### src/include/vfc_pkg.sv
// Constants, field layout and timing for the video filter control block.
// Assumes a single 200 MHz clock; pulse times are converted to cycles here.
package vfc_pkg;

    // ---------------------------------------------------------------
    // Control register layout
    // ---------------------------------------------------------------
    localparam int         CTRL_W          = 8;
    localparam logic [7:0] CTRL_RESET      = 8'h60;
    localparam int         BIT_SYNC_DIR    = 7;
    localparam int         BIT_INPUT       = 6;
    localparam int         BIT_FILTER      = 5;
    localparam int         BIT_CLAMP       = 4;
    localparam int         BIT_GAIN_HI     = 3;
    localparam int         BIT_GAIN_LO     = 2;
    localparam int         BIT_MUTE        = 1;
    localparam int         BIT_SPARE       = 0;

    // ---------------------------------------------------------------
    // Frame layout: broadcast flag, 4 address bits, 8 data bits, LSB first
    // ---------------------------------------------------------------
    localparam int         ADDR_W          = 4;
    localparam logic [3:0] ADDR_MAX        = 4'hF;
    localparam int         FRAME_BITS      = 1 + ADDR_W + CTRL_W;
    localparam int         POS_BCAST       = 0;
    localparam int         POS_ADDR        = 1;
    localparam int         POS_DATA        = POS_ADDR + ADDR_W;

    // ---------------------------------------------------------------
    // Timing
    // ---------------------------------------------------------------
    localparam int CLK_MHZ        = 200;
    localparam int ZERO_MIN_NS    = 1000;
    localparam int ZERO_MAX_NS    = 8000;
    localparam int ONE_MIN_NS     = 24000;
    localparam int ONE_MAX_NS     = 36000;
    localparam int TRANS_MIN_NS   = 80000;
    localparam int TRANS_MAX_NS   = 120000;
    localparam int WAIT_MIN_NS    = 500;
    localparam int ADDR_SLOT_NS   = 1000000;
    localparam int TRIM_PERIOD_NS = 1000;

    // Least times round up, longest times round down
    localparam int ZERO_MIN_CYC    = (ZERO_MIN_NS * CLK_MHZ + 999) / 1000;
    localparam int ZERO_MAX_CYC    = (ZERO_MAX_NS * CLK_MHZ) / 1000;
    localparam int ONE_MIN_CYC     = (ONE_MIN_NS * CLK_MHZ + 999) / 1000;
    localparam int ONE_MAX_CYC     = (ONE_MAX_NS * CLK_MHZ) / 1000;
    localparam int TRANS_MIN_CYC   = (TRANS_MIN_NS * CLK_MHZ + 999) / 1000;
    localparam int TRANS_MAX_CYC   = (TRANS_MAX_NS * CLK_MHZ) / 1000;
    localparam int WAIT_MIN_CYC    = (WAIT_MIN_NS * CLK_MHZ + 999) / 1000;
    localparam int ADDR_SLOT_CYC   = (ADDR_SLOT_NS * CLK_MHZ) / 1000;
    localparam int TRIM_PERIOD_CYC = (TRIM_PERIOD_NS * CLK_MHZ) / 1000;

    localparam int         CNT_W     = 16;
    localparam int         GAP_W     = 8;
    localparam int         SLOT_W    = 20;
    localparam int         TRIM_W    = 4;
    localparam logic [3:0] TRIM_MID  = 4'h8;

    typedef enum logic [1:0] {
        VFC_PULSE_ZERO  = 2'b00,
        VFC_PULSE_ONE   = 2'b01,
        VFC_PULSE_TRANS = 2'b10,
        VFC_PULSE_RESET = 2'b11
    } vfc_pulse_t;

    typedef enum logic [0:0] {
        VFC_ST_IDLE  = 1'b0,
        VFC_ST_FRAME = 1'b1
    } vfc_state_t;

endpackage

### src/include/vfc_pulse_if.sv
// Carrier for classified bus pulses between the meter and the control logic.
// Assumes both ends share one clock; valid is a one-cycle pulse.
`timescale 1ns/1ps
interface vfc_pulse_if;
    import vfc_pkg::*;
    logic       valid;
    vfc_pulse_t kind;
    modport meas (output valid, output kind);
    modport ctrl (input valid, input kind);
endinterface

### src/design/vfc_pulse_meas.sv
// Measures low pulses on the bus data pin and classifies them by width.
// Assumes the pin is asynchronous; it is synchronised here before use.
`timescale 1ns/1ps
module vfc_pulse_meas #(
    parameter int ZERO_MIN  = vfc_pkg::ZERO_MIN_CYC,
    parameter int ZERO_MAX  = vfc_pkg::ZERO_MAX_CYC,
    parameter int ONE_MIN   = vfc_pkg::ONE_MIN_CYC,
    parameter int ONE_MAX   = vfc_pkg::ONE_MAX_CYC,
    parameter int TRANS_MIN = vfc_pkg::TRANS_MIN_CYC,
    parameter int TRANS_MAX = vfc_pkg::TRANS_MAX_CYC
) (
    input  wire logic i_clk,
    input  wire logic i_rst_n,
    input  wire logic i_data,
    vfc_pulse_if.meas pulse
);
    import vfc_pkg::*;

    logic [1:0]       data_sync_r;
    logic             data_prev_r;
    logic [CNT_W-1:0] low_cnt_r;
    logic [GAP_W-1:0] gap_cnt_r;
    logic             gap_ok_r;
    logic             low_end;

    // ---------------------------------------------------------------
    // Pin synchroniser
    // ---------------------------------------------------------------
    always_ff @(posedge i_clk or negedge i_rst_n) begin
        if (!i_rst_n) begin
            data_sync_r <= 2'h3;
            data_prev_r <= 1'b1;
        end else begin
            data_sync_r <= {data_sync_r[0], i_data};
            data_prev_r <= data_sync_r[1];
        end
    end

    assign low_end = !data_prev_r && data_sync_r[1];

    // ---------------------------------------------------------------
    // Width counters
    // ---------------------------------------------------------------
    // Active low: count while the line is held low, saturating
    always_ff @(posedge i_clk or negedge i_rst_n) begin
        if (!i_rst_n) begin
            low_cnt_r <= '0;
        end else if (data_sync_r[1]) begin
            low_cnt_r <= '0;
        end else if (low_cnt_r != '1) begin
            low_cnt_r <= low_cnt_r + CNT_W'(1);
        end
    end

    // A pulse following a too-short gap is treated as noise
    always_ff @(posedge i_clk or negedge i_rst_n) begin
        if (!i_rst_n) begin
            gap_cnt_r <= '1;
            gap_ok_r  <= 1'b1;
        end else if (!data_sync_r[1]) begin
            gap_cnt_r <= '0;
            if (data_prev_r) begin
                gap_ok_r <= (32'(gap_cnt_r) >= WAIT_MIN_CYC);
            end
        end else if (gap_cnt_r != '1) begin
            gap_cnt_r <= gap_cnt_r + GAP_W'(1);
        end
    end

    // ---------------------------------------------------------------
    // Classification on the rising edge
    // ---------------------------------------------------------------
    always_ff @(posedge i_clk or negedge i_rst_n) begin
        if (!i_rst_n) begin
            pulse.valid <= 1'b0;
            pulse.kind  <= VFC_PULSE_ZERO;
        end else begin
            pulse.valid <= 1'b0;
            if (low_end && gap_ok_r) begin
                if (32'(low_cnt_r) >= ZERO_MIN && 32'(low_cnt_r) <= ZERO_MAX) begin
                    pulse.valid <= 1'b1;
                    pulse.kind  <= VFC_PULSE_ZERO;
                end else if (32'(low_cnt_r) >= ONE_MIN && 32'(low_cnt_r) <= ONE_MAX) begin
                    pulse.valid <= 1'b1;
                    pulse.kind  <= VFC_PULSE_ONE;
                end else if (32'(low_cnt_r) >= TRANS_MIN
                             && 32'(low_cnt_r) <= TRANS_MAX) begin
                    pulse.valid <= 1'b1;
                    pulse.kind  <= VFC_PULSE_TRANS;
                end else if (32'(low_cnt_r) > TRANS_MAX) begin
                    // Longer than any command: soft reset
                    pulse.valid <= 1'b1;
                    pulse.kind  <= VFC_PULSE_RESET;
                end
            end
        end
    end

endmodule

### src/design/vfc_ctrl.sv
// Channel control register of the video filter, written over the one-wire bus.
// Assumes analog comparators for sync, bias timing and trim feed asynchronous inputs.
`timescale 1ns/1ps
module vfc_ctrl #(
    parameter int ONE_MIN_CYC   = vfc_pkg::ONE_MIN_CYC,
    parameter int ONE_MAX_CYC   = vfc_pkg::ONE_MAX_CYC,
    parameter int TRANS_MIN_CYC = vfc_pkg::TRANS_MIN_CYC,
    parameter int TRANS_MAX_CYC = vfc_pkg::TRANS_MAX_CYC,
    parameter int ADDR_SLOT_CYC = vfc_pkg::ADDR_SLOT_CYC
) (
    input  wire logic                      i_clk,
    input  wire logic                      i_rst_n,
    input  wire logic                      i_data,
    input  wire logic                      i_bias_timing_pin,
    input  wire logic                      i_sync_pin_i,
    input  wire logic                      i_sync_detect,
    input  wire logic                      i_trim_high,
    output logic                           o_sync_pin_o,
    output logic                           o_sync_pin_oe,
    output logic                           o_sync_ext,
    output logic                           o_input_choice,
    output logic                           o_filter_on,
    output logic                           o_clamp_level_select,
    output logic [1:0]                     o_hf_gain,
    output logic                           o_output_mute,
    output logic [vfc_pkg::ADDR_W-1:0]     o_dev_addr,
    output logic                           o_addr_locked,
    output logic [vfc_pkg::TRIM_W-1:0]     o_trim_code,
    output logic [vfc_pkg::CTRL_W-1:0]     o_channel_control
);
    import vfc_pkg::*;

    vfc_pulse_if pulse ();

    vfc_pulse_meas #(
        .ZERO_MIN  (ZERO_MIN_CYC),
        .ZERO_MAX  (ZERO_MAX_CYC),
        .ONE_MIN   (ONE_MIN_CYC),
        .ONE_MAX   (ONE_MAX_CYC),
        .TRANS_MIN (TRANS_MIN_CYC),
        .TRANS_MAX (TRANS_MAX_CYC)
    ) u_meas (
        .i_clk   (i_clk),
        .i_rst_n (i_rst_n),
        .i_data  (i_data),
        .pulse   (pulse)
    );

    vfc_state_t            state_r;
    logic [FRAME_BITS-1:0] shift_r;
    logic [3:0]            bit_cnt_r;
    logic [CTRL_W-1:0]     channel_control_r;
    logic                  soft_rst;
    logic                  frame_done;
    logic [FRAME_BITS-1:0] frame;
    logic [1:0]            bias_sync_r;
    logic [1:0]            sync_pin_sync_r;
    logic [1:0]            sync_det_sync_r;
    logic [1:0]            trim_sync_r;
    logic [SLOT_W-1:0]     slot_cnt_r;
    logic [ADDR_W-1:0]     addr_r;
    logic                  locked_r;
    logic [7:0]            trim_cnt_r;
    logic [TRIM_W-1:0]     trim_r;

    // ---------------------------------------------------------------
    // Input synchronisers
    // ---------------------------------------------------------------
    always_ff @(posedge i_clk or negedge i_rst_n) begin
        if (!i_rst_n) begin
            bias_sync_r     <= 2'h0;
            sync_pin_sync_r <= 2'h0;
            sync_det_sync_r <= 2'h0;
            trim_sync_r     <= 2'h0;
        end else begin
            bias_sync_r     <= {bias_sync_r[0], i_bias_timing_pin};
            sync_pin_sync_r <= {sync_pin_sync_r[0], i_sync_pin_i};
            sync_det_sync_r <= {sync_det_sync_r[0], i_sync_detect};
            trim_sync_r     <= {trim_sync_r[0], i_trim_high};
        end
    end

    assign soft_rst = pulse.valid && pulse.kind == VFC_PULSE_RESET;

    // ---------------------------------------------------------------
    // Frame receiver
    // ---------------------------------------------------------------
    // Last bit of the frame lands this cycle
    assign frame_done = state_r == VFC_ST_FRAME && pulse.valid
                        && (pulse.kind == VFC_PULSE_ZERO || pulse.kind == VFC_PULSE_ONE)
                        && bit_cnt_r == 4'(FRAME_BITS - 1);
    // Bits arrive LSB first, so each new bit enters at the top
    assign frame = {pulse.kind == VFC_PULSE_ONE, shift_r[FRAME_BITS-1:1]};

    always_ff @(posedge i_clk or negedge i_rst_n) begin
        if (!i_rst_n) begin
            state_r   <= VFC_ST_IDLE;
            shift_r   <= '0;
            bit_cnt_r <= 4'h0;
        end else if (pulse.valid) begin
            unique case (pulse.kind)
                VFC_PULSE_TRANS: begin
                    // A command pulse always opens a fresh frame
                    state_r   <= VFC_ST_FRAME;
                    bit_cnt_r <= 4'h0;
                end
                VFC_PULSE_RESET: begin
                    state_r   <= VFC_ST_IDLE;
                    bit_cnt_r <= 4'h0;
                end
                VFC_PULSE_ZERO, VFC_PULSE_ONE: begin
                    if (state_r == VFC_ST_FRAME) begin
                        shift_r   <= frame;
                        bit_cnt_r <= bit_cnt_r + 4'h1;
                        if (frame_done) begin
                            state_r <= VFC_ST_IDLE;
                        end
                    end
                end
            endcase
        end
    end

    // ---------------------------------------------------------------
    // Control register
    // ---------------------------------------------------------------
    // Broadcast always taken; addressed write only once an address is held
    always_ff @(posedge i_clk or negedge i_rst_n) begin
        if (!i_rst_n) begin
            channel_control_r <= CTRL_RESET;
        end else if (soft_rst) begin
            channel_control_r <= CTRL_RESET;
        end else if (frame_done && (frame[POS_BCAST]
                     || (locked_r && frame[POS_ADDR +: ADDR_W] == addr_r))) begin
            channel_control_r            <= frame[POS_DATA +: CTRL_W];
            channel_control_r[BIT_SPARE] <= 1'b0;
        end
    end

    // ---------------------------------------------------------------
    // Address assignment from the bias pin time constant
    // ---------------------------------------------------------------
    // Slots elapse while the capacitor charges; a larger capacitor gives a
    // higher address. Saturates at the last address rather than wrapping.
    always_ff @(posedge i_clk or negedge i_rst_n) begin
        if (!i_rst_n) begin
            slot_cnt_r <= '0;
            addr_r     <= '0;
            locked_r   <= 1'b0;
        end else if (soft_rst) begin
            slot_cnt_r <= '0;
            addr_r     <= '0;
            locked_r   <= 1'b0;
        end else if (!locked_r) begin
            if (bias_sync_r[1]) begin
                locked_r <= 1'b1;
            end else if (32'(slot_cnt_r) >= ADDR_SLOT_CYC - 1) begin
                slot_cnt_r <= '0;
                if (addr_r != ADDR_MAX) begin
                    addr_r <= addr_r + 4'h1;
                end
            end else begin
                slot_cnt_r <= slot_cnt_r + SLOT_W'(1);
            end
        end
    end

    // ---------------------------------------------------------------
    // Corner-frequency trim
    // ---------------------------------------------------------------
    // Steps one code per period, toward the comparator's verdict
    always_ff @(posedge i_clk or negedge i_rst_n) begin
        if (!i_rst_n) begin
            trim_cnt_r <= 8'h00;
            trim_r     <= TRIM_MID;
        end else if (32'(trim_cnt_r) >= TRIM_PERIOD_CYC - 1) begin
            trim_cnt_r <= 8'h00;
            if (trim_sync_r[1] && trim_r != '0) begin
                trim_r <= trim_r - TRIM_W'(1);
            end else if (!trim_sync_r[1] && trim_r != '1) begin
                trim_r <= trim_r + TRIM_W'(1);
            end
        end else begin
            trim_cnt_r <= trim_cnt_r + 8'h01;
        end
    end

    // ---------------------------------------------------------------
    // Registered outputs
    // ---------------------------------------------------------------
    // One cycle behind the register, so every output comes from a flip-flop
    always_ff @(posedge i_clk or negedge i_rst_n) begin
        if (!i_rst_n) begin
            o_sync_pin_oe        <= 1'b1;
            o_sync_pin_o         <= 1'b0;
            o_sync_ext           <= 1'b0;
            o_input_choice       <= CTRL_RESET[BIT_INPUT];
            o_filter_on          <= CTRL_RESET[BIT_FILTER];
            o_clamp_level_select <= CTRL_RESET[BIT_CLAMP];
            o_hf_gain            <= CTRL_RESET[BIT_GAIN_HI:BIT_GAIN_LO];
            o_output_mute        <= CTRL_RESET[BIT_MUTE];
            o_dev_addr           <= '0;
            o_addr_locked        <= 1'b0;
            o_trim_code          <= TRIM_MID;
            o_channel_control    <= CTRL_RESET;
        end else begin
            o_sync_pin_oe        <= !channel_control_r[BIT_SYNC_DIR];
            o_sync_pin_o         <= sync_det_sync_r[1];
            // External sync only heard while the pin is an input
            o_sync_ext           <= channel_control_r[BIT_SYNC_DIR]
                                    && sync_pin_sync_r[1];
            o_input_choice       <= channel_control_r[BIT_INPUT];
            o_filter_on          <= channel_control_r[BIT_FILTER];
            o_clamp_level_select <= channel_control_r[BIT_CLAMP];
            o_hf_gain            <= channel_control_r[BIT_GAIN_HI:BIT_GAIN_LO];
            o_output_mute        <= channel_control_r[BIT_MUTE];
            o_dev_addr           <= addr_r;
            o_addr_locked        <= locked_r;
            o_trim_code          <= trim_r;
            o_channel_control    <= channel_control_r;
        end
    end

endmodule

### config.mk
export PLATFORM = sky130hd
export DESIGN_NAME = vfc_ctrl
export DESIGN_NICKNAME = d
export VERILOG_FILES = /design/src/include/vfc_pkg.sv /design/src/include/vfc_pulse_if.sv /design/src/design/vfc_pulse_meas.sv /design/src/design/vfc_ctrl.sv
export SDC_FILE = /design/constraint.sdc
export NUM_CORES = 1
export LEC_CHECK = 0
export BUFFER_PORTS_ARGS = -buffer_cell sky130_fd_sc_hd__buf_2
export CAP_MARGIN = 0
export CORE_AREA = 3 3 96 98
export CTS_CLUSTER_DIAMETER = 120
export DETAILED_ROUTE_END_ITERATION = 6
export DIE_AREA = 0 0 99 101
export GPL_TIMING_DRIVEN = 0
export HOLD_SLACK_MARGIN = 0.12
export PLACE_DENSITY_LB_ADDON = 0.05
export SETUP_SLACK_MARGIN = 0.1
export SKIP_CTS_REPAIR_TIMING = 1
export SKIP_LAST_GASP = 1
export SLEW_MARGIN = 20
export SYNTH_ARGS = -nofsm -noshare
export SYNTH_HDL_FRONTEND = slang
export SYNTH_SLANG_ARGS = --single-unit
export TNS_END_PERCENT = 100
### constraint.sdc
create_clock -name i_clk -period 3.65 [get_ports i_clk]
set_clock_uncertainty 0.15 [all_clocks]
set_input_delay 0 -clock i_clk [delete_from_list [all_inputs] [get_ports i_clk]]
set_output_delay 0 -clock i_clk [all_outputs]
set_load 0.01 [all_outputs]
==> impl_metrics.ini, run 1 <==
[cells_and_area]
drive_gt1_share_pct = 18.5
nets = 602
fill_cells = 580
diodes = 0
synthToLayoutAreaGrowth_pct = 20.4
multi_input_area_sq_mm = 0.00221
most-common-layout-cells = 100 x dfrtp_1, 47 x nor2_1, 46 x nand2_1
seq_area_sq_mm = 0.00300
layout_commonest_cell = dfrtp_1

[job]
cap_violations = 0

[logic_synthesis]
ys_warn_count = 0
async_reset_ff_share_pct = 100
ys_types = 56
synth_nets = 538
synth.avg_cell_area_sq_um = 10.5
ys_ff_latch = 119
synth_area_sq_mm = 0.00542
synthFlopType = dfrtp_1
synthCells = 519
synth_edf_count = 0
seq_area_frac_synth_pct = 55.3

[timing]
period_minus_slack_ps = 2360
hold_viol_final = 0
finalMaxSlewViolations = 0
slew_headroom_pct = 51.4
fin_setup_tns_ps = 0
tightest_slew_ps = 722
finalCritPeriodShare_pct = 64.5
clock.fmax_ghz = 0.424
rsz0062_at_grt = no
setup_viol = 0

[status]
status = complete, no violations

[pwr]
powerDensity_mw_per_mm2 = 490
vdd_drop_max_v = 0.000369
p_leak_nw = 3.04
power_w = 0.00320

[hold_path]
min_path_type = reg2reg

[die]
fp-row-count = 34
num_io_pins = 33
die_y_um = 101
start_util_pct = 63.4
die_w_um = 99
dieArea_sq_mm = 0.0100
core_area_sq_mm = 0.00855

[global_routing]
grt_pass1_vias = 4086
grt_util_all_layers_pct = 22.7
grt_pass1_wl_um = 18200
antenna_found_initial = 0
grt_overflow = 0
grt_max_degree = 76

[clocking]
clockRootBuffer = clkbuf_8
numCtsBuffers = 17
cts_tree = done
clk_pin_slew_ps = 60
ctsHtreeMaxLevel = 4
clock_sinks = 119
worstSkewPairLatency_ps = 510
clockBufferDepth = 2

[critical_path]
critPathKind = reg2reg
path_max_fanout = 5
worstPathArrival_ps = 2640
end_kind = flop
required_ps = 3930
cp-start-kind = flop

[routing]
ant_nets = 0
routed_wl_um = 10500
wl_per_cell_um = 14.9
first_pass_iters = 6
drc = 0
drtIter0Drc = 169
viasPerCell = 5.66
num_vias = 3984

[placement]
port_buffers = 31
dp_hpwl_um = 6620
gp_congestion = 0.851
[critical path, stage by stage, from the launching register on]
cell	delay, ps
dfrtp_1	430
nor4_1	400
nand2b_1	230
inv_1	90
ha_1	280
a21o_1	150
a21oi_1	180
xor2_1	160
nand2_1	80
xnor2_1	140
[sequential cells by signal (all words and copies together), names as in the netlist, 4 cells and up]
signal / count
slot_cnt_r: 20
u_meas.low_cnt_r: 16
shift_r: 12
trim_cnt_r: 8
u_meas.gap_cnt_r: 8
channel_control_r: 7
o_channel_control: 6
addr_r: 4
bit_cnt_r: 4
o_dev_addr: 4
o_trim_code: 4
trim_r: 4
[stage by stage]
| step | instances | worst slack (ps) | cell area, sq um | hold WS, ps | util, % |
|---|---|---|---|---|---|
| CTS | 691 | 1310 | 6380 | -743 | 74.6 |
| global route | 704 | 1080 | 6530 | 203 | 76.4 |
| floorplan | 519 | 1550 | 5420 | -446 | - |
| global placement | 658 | 1080 | 5710 | -45.1 | 66.8 |
| finish | 704 | 1290 | 6530 | 199 | 76.4 |
| detailed placement | 659 | 1330 | 5750 | -195 | 67.2 |
[cells in the mapped netlist (all sizes together), types with 3 or more instances]
cell     instances  area share, %
clkbuf          12           0.83
inv             24            1.7
a211oi           4           0.55
a31oi            8           0.92
a2111oi          4            1.1
or3              6           0.78
nand4           11            1.3
and3            11            1.3
dfrtp          100             46
nor3            15            1.4
dfstp           19            9.2
o21ai           32            3.0
mux2i           12            2.2
o31ai            3           0.42
nand3b           3           0.42
xor2            17            2.7
o211a            3           0.55
nor2            48            3.4
ha              11            2.5
a21oi           17            1.6
nand3           33            3.0
xnor2           18            2.9
and2             5           0.58
nor4             6           0.69
mux2             7            1.5
nor3b            3           0.42
nand2           46            3.2
a21boi           3           0.42
nand2b           5           0.58
buf             12            1.4
[cells by family after synthesis]
group / share of synthesized area [%]
other: 0.0691
XOR/XNOR: 5.65
flip-flops: 55.3
AND/OR/NAND/NOR: 18.2
adder cells (fa/ha/maj): 2.91
buffers and inverters: 3.92
AO/OA/AOI/OAI: 10.3
multiplexers: 3.67
[routing by layer]
metal | global-route usage [%] | wire, um | vias up
met5 | 0 | 0 | -
met4 | 7.35 | 125 | 0
met3 | 6.78 | 358 | 13
met2 | 38.8 | 5450 | 64
met1 | 27.6 | 4540 | 1974
li1 | - | - | 1933
[worst paths after layout]
| check | start | endpoint | slack [ps] | cells after the start |
|---|---|---|---|---|
| hold reg to reg | sync_det_sync_r[1] | o_sync_pin_o | 200 | 0 |
| hold / removal | sync_det_sync_r[1] | o_sync_pin_o | 200 | 0 |
| max in group asynchronous | i_rst_n | u_meas.data_prev_r | 2480 | 4 |
| min in group asynchronous | i_rst_n | u_meas.gap_cnt_r[5] | 470 | 3 |
| setup / recovery | trim_r[0] | trim_r[3] | 1290 | 9 |
| setup reg to reg | trim_r[0] | trim_r[3] | 1290 | 9 |
[power breakdown]
part / leakage, nW / internal [W] / switching (W)
registers: 1.54 / 0.00134 / 0.0000136
logic: 1.19 / 0.0000344 / 0.0000502
clock network: 0.307 / 0.00116 / 0.000600
[cell type report]
type,instances,area share [%]
buffer,24,1.88
clock buffer,20,6.82
clock inverter,12,2.89
inverter,24,1.38
multi-input combinational,352,33.8
sequential,119,46.0
tap,108,2.07
timing repair buffer,45,5.15
Note: power is estimated with default switching activity, not from simulation.
==> run 2: changes to the inputs <==
--- a/config.mk
+++ b/config.mk
@@ -7,10 +7,10 @@
 export LEC_CHECK = 0
 export BUFFER_PORTS_ARGS = -buffer_cell sky130_fd_sc_hd__buf_2
 export CAP_MARGIN = 0
-export CORE_AREA = 3 3 96 98
+export CORE_AREA = 3 3 100 102
 export CTS_CLUSTER_DIAMETER = 120
 export DETAILED_ROUTE_END_ITERATION = 6
-export DIE_AREA = 0 0 99 101
+export DIE_AREA = 0 0 103 105
 export GPL_TIMING_DRIVEN = 0
 export HOLD_SLACK_MARGIN = 0.12
 export PLACE_DENSITY_LB_ADDON = 0.05
==> constraint.sdc (replaced) <==
create_clock -name i_clk -period 2.2 [get_ports i_clk]
set_clock_uncertainty 0.15 [all_clocks]
set_input_delay 0 -clock i_clk [delete_from_list [all_inputs] [get_ports i_clk]]
set_output_delay 0 -clock i_clk [all_outputs]
set_load 0.01 [all_outputs]
==> run 2 against run 1 <==
Effect of this change: worst setup slack worse by 1200 ps; sequential power is 65% higher; wire length is 3.5% lower; clock power is 48% higher; combinational power is 56% higher; critical path depth stayed put; worst hold slack worse by 4.0 ps; critical endpoint unchanged.
==> impl_metrics.ini, run 2 (same netlist as run 1, synthesis figures left out) <==
[timing]
finalMaxSlewViolations = 0
hold_viol_final = 0
finalCritPeriodShare_pct = 94.9
hold_slack_ps = 195
slew_headroom_pct = 60.8
rsz0062_at_grt = yes
tightest_slew_ps = 588
clock.fmax_ghz = 0.479
timing.final.ws_setup_ps = 112
setup_viol = 0
period_minus_slack_ps = 2090
fin_setup_tns_ps = 0

[critical_path]
path_max_fanout = 4
cpPeakStageDelay_ps = 450
cp_slowest_cell = dfrtp_2
reg2reg_from = trim_r[0]
critPathKind = reg2reg
cp-start-kind = flop
path_cells = nor4_4 -> nand2b_4 -> inv_2 -> ha_4 -> a21o_1 -> a21oi_2 -> xor2_1 -> nand2_1 -> xnor2_1
end_kind = flop
r2r-end = trim_r[3]
required_ps = 2490
worstPathArrival_ps = 2370
crit_family = simple AND/OR/NAND/NOR gates
worst-path-buf-inv = 1
reg2reg_depth = 9
reg2reg_setup_slack_ps = 110

[routing]
ant_nets = 0
drc = 0
viasPerCell = 5.62
wl_per_cell_um = 14.3
drtIter0Drc = 137
first_pass_iters = 5
routed_wl_um = 10100
num_vias = 3972

[pwr]
p_leak_nw = 3.02
p_sw_w = 0.00104
seqPwrFrac_pct = 45.2
p_comb_share_pct = 2.7
switching_share_pct = 20.8
clkPwrFrac_pct = 52.1
powerDensity_mw_per_mm2 = 759
p_int_w = 0.00394
vdd_drop_max_v = 0.000695

[hold_path]
hold_path.startpoint = u_meas.data_sync_r[0]
hold_end = u_meas.data_sync_r[1]
min_delay_path_depth = 0
min_path_type = reg2reg

[cells_and_area]
most-common-layout-cells = 97 x dfrtp_1, 47 x nor2_1, 46 x nand2_1
layout_commonest_cell = dfrtp_1
fill_cells = 701
synthToLayoutAreaGrowth_pct = 21.1
fin_area_sq_mm = 0.00657
fin_util_pct = 71.4
regMostFlops = slot_cnt_r
drive_gt1_share_pct = 21.3
nets = 602
diodes = 0
largestRegisters = slot_cnt_r: 20 flops, u_meas.low_cnt_r: 16 flops, shift_r: 12 flops
largest_register_ffs = 20

[clocking]
clockRootBuffer = clkbuf_8
clockBufferDepth = 2
numCtsBuffers = 17
worstSkewPairLatency_ps = 510
ctsHtreeMaxLevel = 4
cts_tree = done
clk_pin_slew_ps = 60
clock_sinks = 119

[placement]
dpl_cell_area_sq_mm = 0.00575
dp_hpwl_um = 6490
port_buffers = 31
gp_congestion = 0.822
pre_cts_ws_ps = -41.7

[die]
dieArea_sq_mm = 0.0108
core_area_sq_mm = 0.00920
die_y_um = 105
fp-row-count = 35
die_w_um = 103
num_io_pins = 33
start_util_pct = 59.0

[global_routing]
grt_util_all_layers_pct = 20.1
antenna_found_initial = 0
grt_max_degree = 66
grt_overflow = 0
grt_pass1_vias = 3822
grt_pass1_wl_um = 17400

[status]
status = complete, no violations

[job]
cap_violations = 0
[run 2: final cells by class]
type | instances | area, sq um | area share, %
buffer | 22 | 121 | 1.85
clock inverter | 8 | 97.6 | 1.49
tap | 111 | 139 | 2.11
multi-input combinational | 352 | 2320 | 35.4
timing repair buffer | 47 | 332 | 5.05
inverter | 24 | 90.1 | 1.37
clock buffer | 24 | 460 | 7.01
sequential | 119 | 3010 | 45.8
[run 2: power by group through the flow]
stage | logic (W) | clock network (W) | registers (W)
3_5_place_dp | 0.000120 | 0 | 0.00229
5_1_grt | 0.000157 | 0.00274 | 0.00226
4_1_cts | 0.000121 | 0.00264 | 0.00225
2_1_floorplan | 0.0000510 | 0 | 0.00228
6_report | 0.000132 | 0.00260 | 0.00225
3_3_place_gp | 0.000109 | 0 | 0.00228
[run 2: how the worst max path moves through the flow]
stage                   start        endpoint  slack (ps)  depth (start not counted)
floorplan           trim_r[1]       trim_r[3]         100                          9
global placement      i_rst_n  trim_sync_r[0]        -440                          1
detailed placement  trim_r[1]       trim_r[3]         -40                          9
CTS                 trim_r[1]       trim_r[3]         -70                          9
global route        trim_r[0]       trim_r[3]         -10                          9
finish              trim_r[0]       trim_r[3]         110                          9
[run 2: through the flow]
step | instances | total power, W
after detailed placement | 662 | 0.00241
after floorplan | 519 | 0.00233
after CTS | 694 | 0.00501
final | 707 | 0.00498
after global placement | 661 | 0.00239
after global routing | 707 | 0.00516
[run 2: layer usage]
layer	part of all wire (%)	up-vias	global-route usage, %
met5	0	-	0
met4	0.94	0	5.64
met3	3.3	8	6.21
met2	50	62	32.4
met1	46	1965	26.0
li1	-	1937	-
==> run 3: changes to the inputs <==
--- a/config.mk
+++ b/config.mk
@@ -20,5 +20,6 @@
 export SLEW_MARGIN = 20
 export SYNTH_ARGS = -nofsm -noshare
 export SYNTH_HDL_FRONTEND = slang
+export SYNTH_HIERARCHICAL = 1
 export SYNTH_SLANG_ARGS = --single-unit
 export TNS_END_PERCENT = 100
==> run 3 against run 2 <==
Effect of this change: the run now ends with setup timing left; wire length increased by 13%; maximum frequency down 15%; cell count is 5.5% higher; non-clock buffer count grew 27; critical path type unchanged; global-route usage increased by 1.3 points; largest cell class unchanged.
==> impl_metrics.ini, run 3 <==
[pwr]
p_sw_w = 0.00104
p_leak_nw = 3.13
p_int_w = 0.00415
clkPwrFrac_pct = 53.8
seqPwrFrac_pct = 43.5
vdd_drop_max_v = 0.000705
p_comb_share_pct = 2.7
switching_share_pct = 20.0
powerDensity_mw_per_mm2 = 741

[routing]
num_vias = 4396
drtIter0Drc = 216
first_pass_iters = 6
routed_wl_um = 11500
drc = 0
wl_per_cell_um = 15.4
viasPerCell = 5.89
ant_nets = 0

[critical_path]
reg2reg_setup_slack_ps = -250
path_max_fanout = 5
r2r-end = slot_cnt_r[16]
cp_slowest_cell = or4_4
crit_path_frequent_cell = buf_6
reg2reg_from = slot_cnt_r[15]
cp-start-kind = flop
reg2reg_depth = 8
path_cells = or4_4 -> buf_4 -> nor3_1 -> a211oi_4 -> buf_6 -> buf_6 -> a31oi_1 -> o31ai_2
critPathKind = reg2reg
end_kind = flop
cpPeakStageDelay_ps = 530
worstPathArrival_ps = 2680
required_ps = 2430
crit_end = slot_cnt_r[16]
startpoint = slot_cnt_r[15]

[logic_synthesis]
synth_area_sq_mm = 0.00557
ys_warn_count = 6
synth_top_area_cell = dfrtp_1
synthFlopType = dfrtp_1
synth.avg_cell_area_sq_um = 10.4
async_reset_ff_share_pct = 100
synthCells = 534
synth_most_common_cell = dfrtp_1
seq_area_frac_synth_pct = 53.9
ys_top_cells_by_area = dfrtp_1 45%, dfstp_2 9.0%, nand3_1 3.5%
synth_common_cells = 100 x dfrtp_1, 42 x nand2_1, 42 x nor2_1
ys_types = 64
synth_nets = 553
synth_top_area_share_pct = 44.9
synth_edf_count = 0
ys_ff_latch = 119

[timing]
hold_viol_final = 0
setup_viol = 24
finalCritPeriodShare_pct = 112
tightest_slew_ps = 612
slew_headroom_pct = 59.2
hold_slack_ps = 196
timing.final.ws_setup_ps = -254
period_minus_slack_ps = 2450
clock.fmax_ghz = 0.408
finalMaxSlewViolations = 0
rsz0062_at_grt = yes

[cells_and_area]
diodes = 0
regMostFlops = slot_cnt_r
layout_commonest_cell = dfrtp_1
fin_area_sq_mm = 0.00700
nets = 641
fill_cells = 621
synthToLayoutAreaGrowth_pct = 25.7
largest_register_ffs = 20
drive_gt1_share_pct = 28.8
most-common-layout-cells = 92 x dfrtp_1, 41 x nand2_1, 40 x nor2_1
largestRegisters = slot_cnt_r: 20 flops, u_meas/low_cnt_r: 16 flops, shift_r: 12 flops

[die]
core_area_sq_mm = 0.00920
die_y_um = 105
fp-row-count = 35
dieArea_sq_mm = 0.0108
start_util_pct = 60.6
die_w_um = 103
num_io_pins = 33

[global_routing]
grt_pass1_wl_um = 18500
grt_util_all_layers_pct = 21.4
antenna_found_initial = 0
grt_overflow = 0
grt_max_degree = 70
grt_pass1_vias = 4017

[clocking]
clockRootBuffer = clkbuf_8
cts_tree = done
clockBufferDepth = 2
clk_pin_slew_ps = 50
numCtsBuffers = 17
clock_sinks = 119
worstSkewPairLatency_ps = 510
ctsHtreeMaxLevel = 4

[placement]
dp_hpwl_um = 7000
pre_cts_ws_ps = -327
dpl_cell_area_sq_mm = 0.00591
gp_congestion = 0.865
port_buffers = 31

[job]
cap_violations = 0

[hold_path]
min_path_type = reg2reg

[status]
violations = setup timing
status = complete, but fails checks
## run 3: cell count changes in the layout (fill, tap and decap cells not counted), sizes merged, moves of 6 or more
cell,delta
o311ai,+9
mux2,+6
xor2,-6
mux2i,-12
buf,+31
nand3,+6
nor2,-6
## run 3: layout make-up
type	instances	area (sq um)	area share, %
multi-input combinational	363	2450	35.1
clock buffer	24	490	7.00
buffer	27	180	2.57
timing repair buffer	69	515	7.36
inverter	25	93.8	1.34
sequential	119	3010	43.0
tap	111	139	1.98
clock inverter	8	118	1.68
## run 3: how the worst min path moves through the flow
stage	start	endpoint	cells after the start
floorplan	i_rst_n	addr_r[0]	0
global placement	i_data	u_meas/data_sync_r[0]	1
detailed placement	i_rst_n	o_hf_gain[0]	1
CTS	i_rst_n	channel_control_r[2]	1
global route	bias_sync_r[0]	bias_sync_r[1]	0
finish	bias_sync_r[0]	bias_sync_r[1]	0
## run 3: per-layer routing
layer / GRT usage, % / vias to the layer above / part of all wire [%]
met3: 5.81 / 13 / 4.2
met2: 33.9 / 126 / 50
met1: 28.4 / 2163 / 45
met5: 0 / - / 0
li1: - / 2094 / -
met4: 6.94 / 0 / 1.1
## run 3: worst max-delay path: cells and delay by family (launching register included)
kind	cells	cell delay, ps
simple gates	2	870
flops	1	430
buf+inv	3	440
compound gates	3	440
## run 3: through the flow
stage	utilization, %	power [W]	setup TNS [ps]	std cells
2_1_floorplan	-	0.00233	-745	534
3_3_place_gp	63.9	0.00239	-44050	676
3_5_place_dp	64.3	0.00241	-6210	677
4_1_cts	70.9	0.00520	-6900	709
5_1_grt	76.1	0.00537	-5940	746
6_report	76.1	0.00519	-3950	746
## run 3: logic make-up after synthesis
family / after synthesis / synth area share, %
compound gates: 114 / 14.5
fa+ha+maj: 12 / 2.83
mux: 13 / 2.63
simple gates: 198 / 17.6
buf+inv: 52 / 4.58
xor+xnor: 25 / 3.93
other cells: 1 / 0.0673
flops: 119 / 53.9
## run 3: power groups by stage
stage | combinational [W] | sequential [W] | clock [W]
3_5_place_dp | 0.000119 | 0.00229 | 0
6_report | 0.000142 | 0.00226 | 0.00279
2_1_floorplan | 0.0000506 | 0.00228 | 0
4_1_cts | 0.000122 | 0.00225 | 0.00283
3_3_place_gp | 0.000108 | 0.00229 | 0
5_1_grt | 0.000163 | 0.00226 | 0.00295
